File: src/include/hbt_pkg.sv
/*
 Constants and types shared by both ends of the parallel host port.
 Assumes one 100 MHz system clock (clk_sys) shared by both ends.
*/
// Function
// [RULE1] Host holds reset at least 1 ms
// [RULE2] Controller ignores accesses while in reset
// [RULE3] Panel outputs halt during reset
// [RULE4] Host waits 3 ms after reset release
// [RULE5] Panel supplies off one frame from reset
// [RULE6] Host initialises registers promptly after reset
// [RULE7] Wait driven low on strobe, released after
// [RULE8] Wait low at most 4 periods plus 2ns
// [RULE9] Read data valid 1 period after wait
// [RULE10] Write data set up 2 periods before strobe
// [RULE11] Strobe inactive gaps: read 1, ww 2, wr 5
// [RULE12] No-wait variant: strobe active 5 periods
// [RULE13] No-wait cycle: 6, 7, 10 periods
// [RULE14] No-wait read data valid within 4 periods
// [RULE15] Host holds strobe while wait low
package hbt_pkg;
	localparam int CLK_NS = 10;
	localparam int RST_MIN_NS = 1000000;
	localparam int STAB_NS = 3000000;
	localparam int RST_MIN_CYC = (RST_MIN_NS + CLK_NS - 1) / CLK_NS;
	localparam int STAB_CYC = (STAB_NS + CLK_NS - 1) / CLK_NS;
	// Strobe timing in system clock periods; the extra ns rounds up one
	localparam int WAIT_LOW_CYC = 3;
	localparam int STROBE_MIN_CYC = 5;
	localparam int GAP_RD_CYC = 1;
	localparam int GAP_WW_CYC = 3;
	localparam int GAP_WR_CYC = 6;
	localparam int SETUP_CYC = 3;
	localparam int FRAME_CYC = 64;
	localparam int LINE_CYC = 8;
	localparam int REG_COUNT = 16;
	localparam logic [7:0] DATA_RST = 8'h00;
	typedef enum logic [2:0] {HBT_IDLE, HBT_SETUP, HBT_STROBE, HBT_GAP,
		HBT_RESET, HBT_STAB} hbt_state_e;
endpackage : hbt_pkg

File: src/include/hbt_if.sv
/*
 Parallel host port wires between host and controller.
 Assumes each end reads the other's data as inverted while it is released,
 and a released wait line as high.
*/
`timescale 1ns/1ps
interface hbt_if;
	logic rst_n;
	logic rd_n;
	logic wr_n;
	logic [15:0] host_addr_bus;
	logic [7:0] data_h2d;
	logic data_h_oe_n;
	logic [7:0] data_d2h;
	logic data_d_oe_n;
	logic wait_n;
	logic wait_oe_n;
	modport host (output rst_n, output rd_n, output wr_n,
		output host_addr_bus, output data_h2d, output data_h_oe_n,
		input data_d2h, input data_d_oe_n, input wait_n, input wait_oe_n);
	modport dev (input rst_n, input rd_n, input wr_n, input host_addr_bus,
		input data_h2d, input data_h_oe_n, output data_d2h,
		output data_d_oe_n, output wait_n, output wait_oe_n);
endinterface : hbt_if

File: src/verilog/hbt_host.sv
/*
 Host end: reset sequencing and paced single-byte reads and writes.
 Assumes the controller shares clk_sys; wait is sampled through two flops.
*/
`timescale 1ns/1ps
module hbt_host #(
	parameter int RST_CYC = hbt_pkg::RST_MIN_CYC,
	parameter int STB_CYC = hbt_pkg::STAB_CYC
) (
	input wire logic clk_sys,
	input wire logic rst,
	input wire logic use_wait,
	input wire logic req,
	input wire logic req_write,
	input wire logic [15:0] req_addr,
	input wire logic [7:0] req_wdata,
	output logic ready,
	output logic done,
	output logic [7:0] rdata,
	output logic panel_power_en,
	hbt_if.host bus
);
	import hbt_pkg::*;
	typedef struct packed {
		hbt_state_e st;
		logic [31:0] cnt;
		logic [1:0] wt_s;
		logic wr;
		logic rd_n, wr_n, oe_n;
		logic [15:0] addr;
		logic [7:0] wd;
		logic [7:0] rd;
		logic done;
		logic pwr;
	} hbt_host_s;
	hbt_host_s q, next_q;
	always_comb begin
		next_q = q;
		next_q.done = 1'b0;
		next_q.wt_s = {q.wt_s[0], bus.wait_oe_n | bus.wait_n};
		next_q.cnt = q.cnt + 32'h1;
		case (q.st)
			HBT_RESET: begin
				if (q.cnt >= 32'(RST_CYC - 1)) begin // [RULE1]
					next_q.st = HBT_STAB;
					next_q.cnt = 32'h0;
				end
			end
			HBT_STAB: begin
				if (q.cnt >= 32'(STB_CYC - 1)) begin // [RULE4]
					next_q.st = HBT_IDLE;
					next_q.pwr = 1'b1; // [RULE5]
				end
			end
			HBT_IDLE: begin
				if (req) begin // [RULE6]
					next_q.st = HBT_SETUP;
					next_q.wr = req_write;
					next_q.addr = req_addr;
					next_q.wd = req_wdata;
					next_q.oe_n = !req_write;
					next_q.cnt = 32'h0;
				end
			end
			HBT_SETUP: begin
				next_q.st = HBT_STROBE;
				next_q.cnt = 32'h0;
				next_q.rd_n = q.wr;
				next_q.wr_n = !q.wr;
			end
			HBT_STROBE: begin
				// Sum of data setup and strobe width, then wait release
				if (q.cnt >= 32'(STROBE_MIN_CYC + SETUP_CYC) && // [RULE10]
					(!use_wait || q.wt_s[1])) begin // [RULE12] [RULE15]
					// A bus left undriven reads inverted, never as stale data
					if (!q.wr)
						next_q.rd = bus.data_d_oe_n ? ~bus.data_d2h :
							bus.data_d2h;
					next_q.rd_n = 1'b1;
					next_q.wr_n = 1'b1;
					next_q.st = HBT_GAP;
					next_q.cnt = 32'h0;
				end
			end
			HBT_GAP: begin
				// Write data held through the gap: the far end sees the
				// strobe rise through two flops and commits late
				if (q.cnt >= 32'(GAP_WR_CYC)) begin // [RULE11] [RULE13]
					next_q.st = HBT_IDLE;
					next_q.oe_n = 1'b1;
					next_q.done = 1'b1;
				end
			end
			default: next_q.st = HBT_IDLE;
		endcase
	end
	always_ff @(posedge clk_sys or posedge rst) begin
		if (rst) begin
			q <= '0;
			q.st <= HBT_RESET;
			q.rd_n <= 1'b1;
			q.wr_n <= 1'b1;
			q.oe_n <= 1'b1;
			q.wt_s <= 2'h3;
		end else begin
			q <= next_q;
		end
	end
	assign ready = (q.st == HBT_IDLE);
	assign done = q.done;
	assign rdata = q.rd;
	assign panel_power_en = q.pwr;
	assign bus.rst_n = (q.st != HBT_RESET);
	assign bus.rd_n = q.rd_n;
	assign bus.wr_n = q.wr_n;
	assign bus.host_addr_bus = q.addr;
	assign bus.data_h2d = q.wd;
	assign bus.data_h_oe_n = q.oe_n;
endmodule : hbt_host

File: src/flat_wrapper.sv
// flat-port wrapper written by rule: the top's interface ports become plain ports
module hbt_host_flat import hbt_pkg::*;
#(
	parameter int RST_CYC = hbt_pkg::RST_MIN_CYC,
	parameter int STB_CYC = hbt_pkg::STAB_CYC
)
  (clk_sys, rst, use_wait, req, req_write, req_addr, req_wdata, ready, done, rdata, panel_power_en, bus_rst_n, bus_rd_n, bus_wr_n, bus_host_addr_bus, bus_data_h2d, bus_data_h_oe_n, bus_data_d2h, bus_data_d_oe_n, bus_wait_n, bus_wait_oe_n);
  hbt_if bus_i ();
  input wire logic clk_sys;
  input wire logic rst;
  input wire logic use_wait;
  input wire logic req;
  input wire logic req_write;
  input wire logic [15:0] req_addr;
  input wire logic [7:0] req_wdata;
  output logic ready;
  output logic done;
  output logic [7:0] rdata;
  output logic panel_power_en;
  output wire logic [$bits(bus_i.rst_n)-1:0] bus_rst_n;
  output wire logic [$bits(bus_i.rd_n)-1:0] bus_rd_n;
  output wire logic [$bits(bus_i.wr_n)-1:0] bus_wr_n;
  output wire logic [$bits(bus_i.host_addr_bus)-1:0] bus_host_addr_bus;
  output wire logic [$bits(bus_i.data_h2d)-1:0] bus_data_h2d;
  output wire logic [$bits(bus_i.data_h_oe_n)-1:0] bus_data_h_oe_n;
  input wire logic [$bits(bus_i.data_d2h)-1:0] bus_data_d2h;
  input wire logic [$bits(bus_i.data_d_oe_n)-1:0] bus_data_d_oe_n;
  input wire logic [$bits(bus_i.wait_n)-1:0] bus_wait_n;
  input wire logic [$bits(bus_i.wait_oe_n)-1:0] bus_wait_oe_n;
  assign bus_rst_n = bus_i.rst_n;
  assign bus_rd_n = bus_i.rd_n;
  assign bus_wr_n = bus_i.wr_n;
  assign bus_host_addr_bus = bus_i.host_addr_bus;
  assign bus_data_h2d = bus_i.data_h2d;
  assign bus_data_h_oe_n = bus_i.data_h_oe_n;
  assign bus_i.data_d2h = bus_data_d2h;
  assign bus_i.data_d_oe_n = bus_data_d_oe_n;
  assign bus_i.wait_n = bus_wait_n;
  assign bus_i.wait_oe_n = bus_wait_oe_n;
  hbt_host #(.RST_CYC(RST_CYC), .STB_CYC(STB_CYC)) u_core (.clk_sys(clk_sys), .rst(rst), .use_wait(use_wait), .req(req), .req_write(req_write), .req_addr(req_addr), .req_wdata(req_wdata), .ready(ready), .done(done), .rdata(rdata), .panel_power_en(panel_power_en), .bus(bus_i));
endmodule
File: config.mk
export PLATFORM = sky130hd
export DESIGN_NAME = hbt_host_flat
export DESIGN_NICKNAME = d
export VERILOG_FILES = /design/src/include/hbt_pkg.sv /design/src/include/hbt_if.sv /design/src/verilog/hbt_host.sv /design/src/flat_wrapper.sv
export SDC_FILE = /design/constraint.sdc
export NUM_CORES = 1
export LEC_CHECK = 0
export ABC_AREA = 1
export BUFFER_PORTS_ARGS = -buffer_cell sky130_fd_sc_hd__buf_2
export CAP_MARGIN = 25
export CORE_ASPECT_RATIO = 1.5
export CORE_MARGIN = 2
export CORE_UTILIZATION = 60
export CTS_CLUSTER_SIZE = 12
export DETAILED_ROUTE_END_ITERATION = 7
export GPL_TIMING_DRIVEN = 0
export PLACE_DENSITY = 0.84
export SETUP_SLACK_MARGIN = 0.05
export SYNTH_ARGS = -nofsm -noshare
export SYNTH_HDL_FRONTEND = slang
export SYNTH_SLANG_ARGS = --single-unit
File: constraint.sdc
create_clock -name clk_sys -period 5.1 [get_ports clk_sys]
set_input_delay 0.255 -clock clk_sys [delete_from_list [all_inputs] [get_ports clk_sys]]
set_output_delay 0.255 -clock clk_sys [all_outputs]
set_load 0.05 [all_outputs]
==> impl_metrics.csv <==
group,metric,value,unit
run_status,outcome,"finished, final reports clean",
clock_network,cts_sinks,75,
sta,setup_viol,0,
worst_setup_path,endpoint_kind,"output pin",
clock_network,clk_pin_slew,0.07,ns
global_route,grt_util_all_layers,34.4,%
synth,ys_types,29,
cells_and_area,fin_nets,868,
worst_setup_path,critPathLaunchType,"flip-flop",
cells_and_area,area_delta_synth_final,17.8,%
floorplanning,die_area,9290,µm²
sta,slew_headroom,57.4,%
worst_setup_path,crit_fanout,10,
sta,whs,0.0993,ns
clock_network,cts_tree,"done",
run,maxCapViolations,0,
sta,fmax,0.459,GHz
pwr,power_density,505,nW/µm²
place,routabilityCongestion,0.996,
synth,seq_area_frac_synth,36.9,%
clock_network,post_cts_buffers,0,
global_route,antenna_found_initial,0,
floorplanning,initial_utilization,61.1,%
place,io_buffers,77,
floorplanning,die_w,79.4,µm
synth,syn_area,5110,µm²
global_route,grt_overflow,0,
clock_network,htreeDepth,3,
place,dp_hpwl,11200,µm
sta,fin_setup_tns,0,ns
drt,routed_wl,15200,µm
cells_and_area,drive_gt1_share,24.2,%
clock_network,cts_made_buffers,9,
sta,rsz0062_at_grt,"false",
synth,syn-num-nets,778,
global_route,grt_pass1_vias,5332,
drt,drt-initial-drc-count,463,
sta,skew,0.00822,ns
sta,fin_crit_sh,42.7,%
floorplanning,io_pins,79,
synth,avgSynthCellArea,6.95,µm²
sta,finalMaxSlewViolations,0,
clock_network,holdBufCountCts,1,
drt,viasPerCell,5.67,
worst_setup_path,crit_required,4.85,ns
worst_setup_path,cp_data_arrival_time,1.92,ns
drt,wl_per_cell,16.2,µm
clock_network,clockBufferDepth,2,
global_route,grt_start_max_net_pins,47,
synth,syn_inst,736,
clock_network,cts_resized,0,
synth,ys_ff_latch,75,
global_route,grt_pass1_wl,24500,µm
cells_and_area,fillers,716,
drt,ant_nets,0,
floorplanning,core_area,8360,µm²
sta,tightest_slew,0.639,ns
pwr,ir_worst_vdd,0.000448,V
floorplanning,placementRows,41,
worst_hold_path,worstHoldPathType,"in2reg",
clock_network,clk_latency,0.35,ns
worst_setup_path,critPathKind,"reg2out",
pwr,p_leak,3.06,nW
cells_and_area,layout_commonest_cell,"nand2_1",
floorplanning,die_y,117,µm
cells_and_area,diodes,0,
clock_network,cts-root-buf,"clkbuf_16",
drt,remaining_drc_errors,0,
drt,first_pass_iters,5,
drt,vias,5316,
sta,finalCriticalPeriod,2.18,ns
cells_and_area,layout_common_cells,"nand2_1 (231), nand3_1 (105), buf_2 (84), nor2_1 (70), dfrtp_1 (69)",
sta,hold_violations,0,
synth,yosys_warnings,0,
-- per-layer routing --
| layer | global-route usage (%) | vias to the layer above | share of wire [%] |
|---|---|---|---|
| met2 | 61.0 | 275 | 51 |
| met5 | 0 | - | 0 |
| li1 | - | 2535 | - |
| met4 | 26.3 | 0 | 7.6 |
| met1 | 35.8 | 2423 | 36 |
| met3 | 6.37 | 83 | 5.7 |
-- final timing paths --
kind,from,end,slack (ns),cells after the start
max,u_core.q[73]$_DFFE_PP0P_,ready,2.92,5
min,req_addr[0],u_core.bus.host_addr_bus[0]$_DFFE_PP0P_,0.1,3
max reg2reg,u_core.q[40]$_DFF_PP0_,u_core.q[55]$_DFF_PP0_,2.96,11
min reg2reg,u_core.next_q[39]$_DFF_PP1_,u_core.q[39]$_DFF_PP1_,0.36,0
max in group asynchronous,rst,u_core.q[39]$_DFF_PP1_,3.98,4
min in group asynchronous,rst,u_core.q[47]$_DFF_PP0_,0.48,3
-- Yosys cell counts, drive strengths merged --
| cell type | count | area [µm²] |
|---|---|---|
| inv | 68 | 255 |
| o21ai | 10 | 65.1 |
| xor2 | 13 | 114 |
| nand4 | 48 | 300 |
| o21a | 1 | 7.51 |
| nand2 | 246 | 961 |
| a21oi | 3 | 15.0 |
| dfrtp | 69 | 1730 |
| dfstp | 6 | 158 |
| nand3b | 1 | 20.0 |
| ha | 2 | 25.0 |
| a21o | 1 | 7.51 |
| nor2 | 94 | 453 |
| nand3 | 108 | 556 |
| or2 | 2 | 12.5 |
| clkbuf | 6 | 22.5 |
| nor3 | 9 | 56.3 |
| buf | 49 | 358 |
-- layout make-up --
type	count	area, µm²	share of cell area, %
plain buffers	55	380	6.32
flip-flops and latches	75	1880	31.3
clock buffers	10	239	3.97
multi-input cells	538	2590	43.1
well taps	107	134	2.22
repair buffers	79	423	7.02
inverters	68	258	4.28
clock inverters	6	111	1.85
-- flip-flops by register name (all words and copies together), names as in the netlist --
name and count:
u_core.bus.data_h2d 8, u_core.bus.data_h_oe_n 1, u_core.bus.host_addr_bus 16, u_core.bus.rd_n 1, u_core.bus.wr_n 1, u_core.done 1
u_core.next_q 1, u_core.panel_power_en 1, u_core.q 37, u_core.rdata 8
-- kinds of logic (layout without fill, tap and decap cells) --
group	count (synthesis)	in the layout	synth area share, %
AOI/OAI and AO/OA	15	15	1.86
xor gates and xnor gates	13	13	2.23
adders and majority gates	2	2	0.489
buffers and inverters	123	218	12.4
DFF	75	75	36.9
and+or+nand+nor	508	508	46.1
-- where the power goes --
| part | internal (mW) | switching [mW] | total, mW |
|---|---|---|---|
| clock | 0.492 | 0.268 | 0.760 |
| combinational | 0.407 | 1.00 | 1.41 |
| sequential | 0.757 | 0.113 | 0.870 |
| total | 1.66 | 1.38 | 3.04 |
-- stage by stage --
step           power [mW]  setup WS, ns  util, %  cell area (µm²)  cells
4_1_cts              3.04          2.94     72.0             6020    938
3_5_place_dp         2.27          3.04     67.7             5660    921
3_3_place_gp         2.23          2.00     67.4             5630    920
2_1_floorplan        1.95          2.94        -             5110    736
6_report             3.04          2.92     72.0             6020    938
5_1_grt              3.18          2.83     72.0             6020    938
-- worst max-delay path, stage by stage, from the launching register on --
cell and delay [ns]:
dfrtp_1 0.44, nor2_1 0.24, inv_2 0.11, nor2_4 0.18
buf_2 0.30, buf_2 0.31
Note: power is estimated with default switching activity, not from simulation.
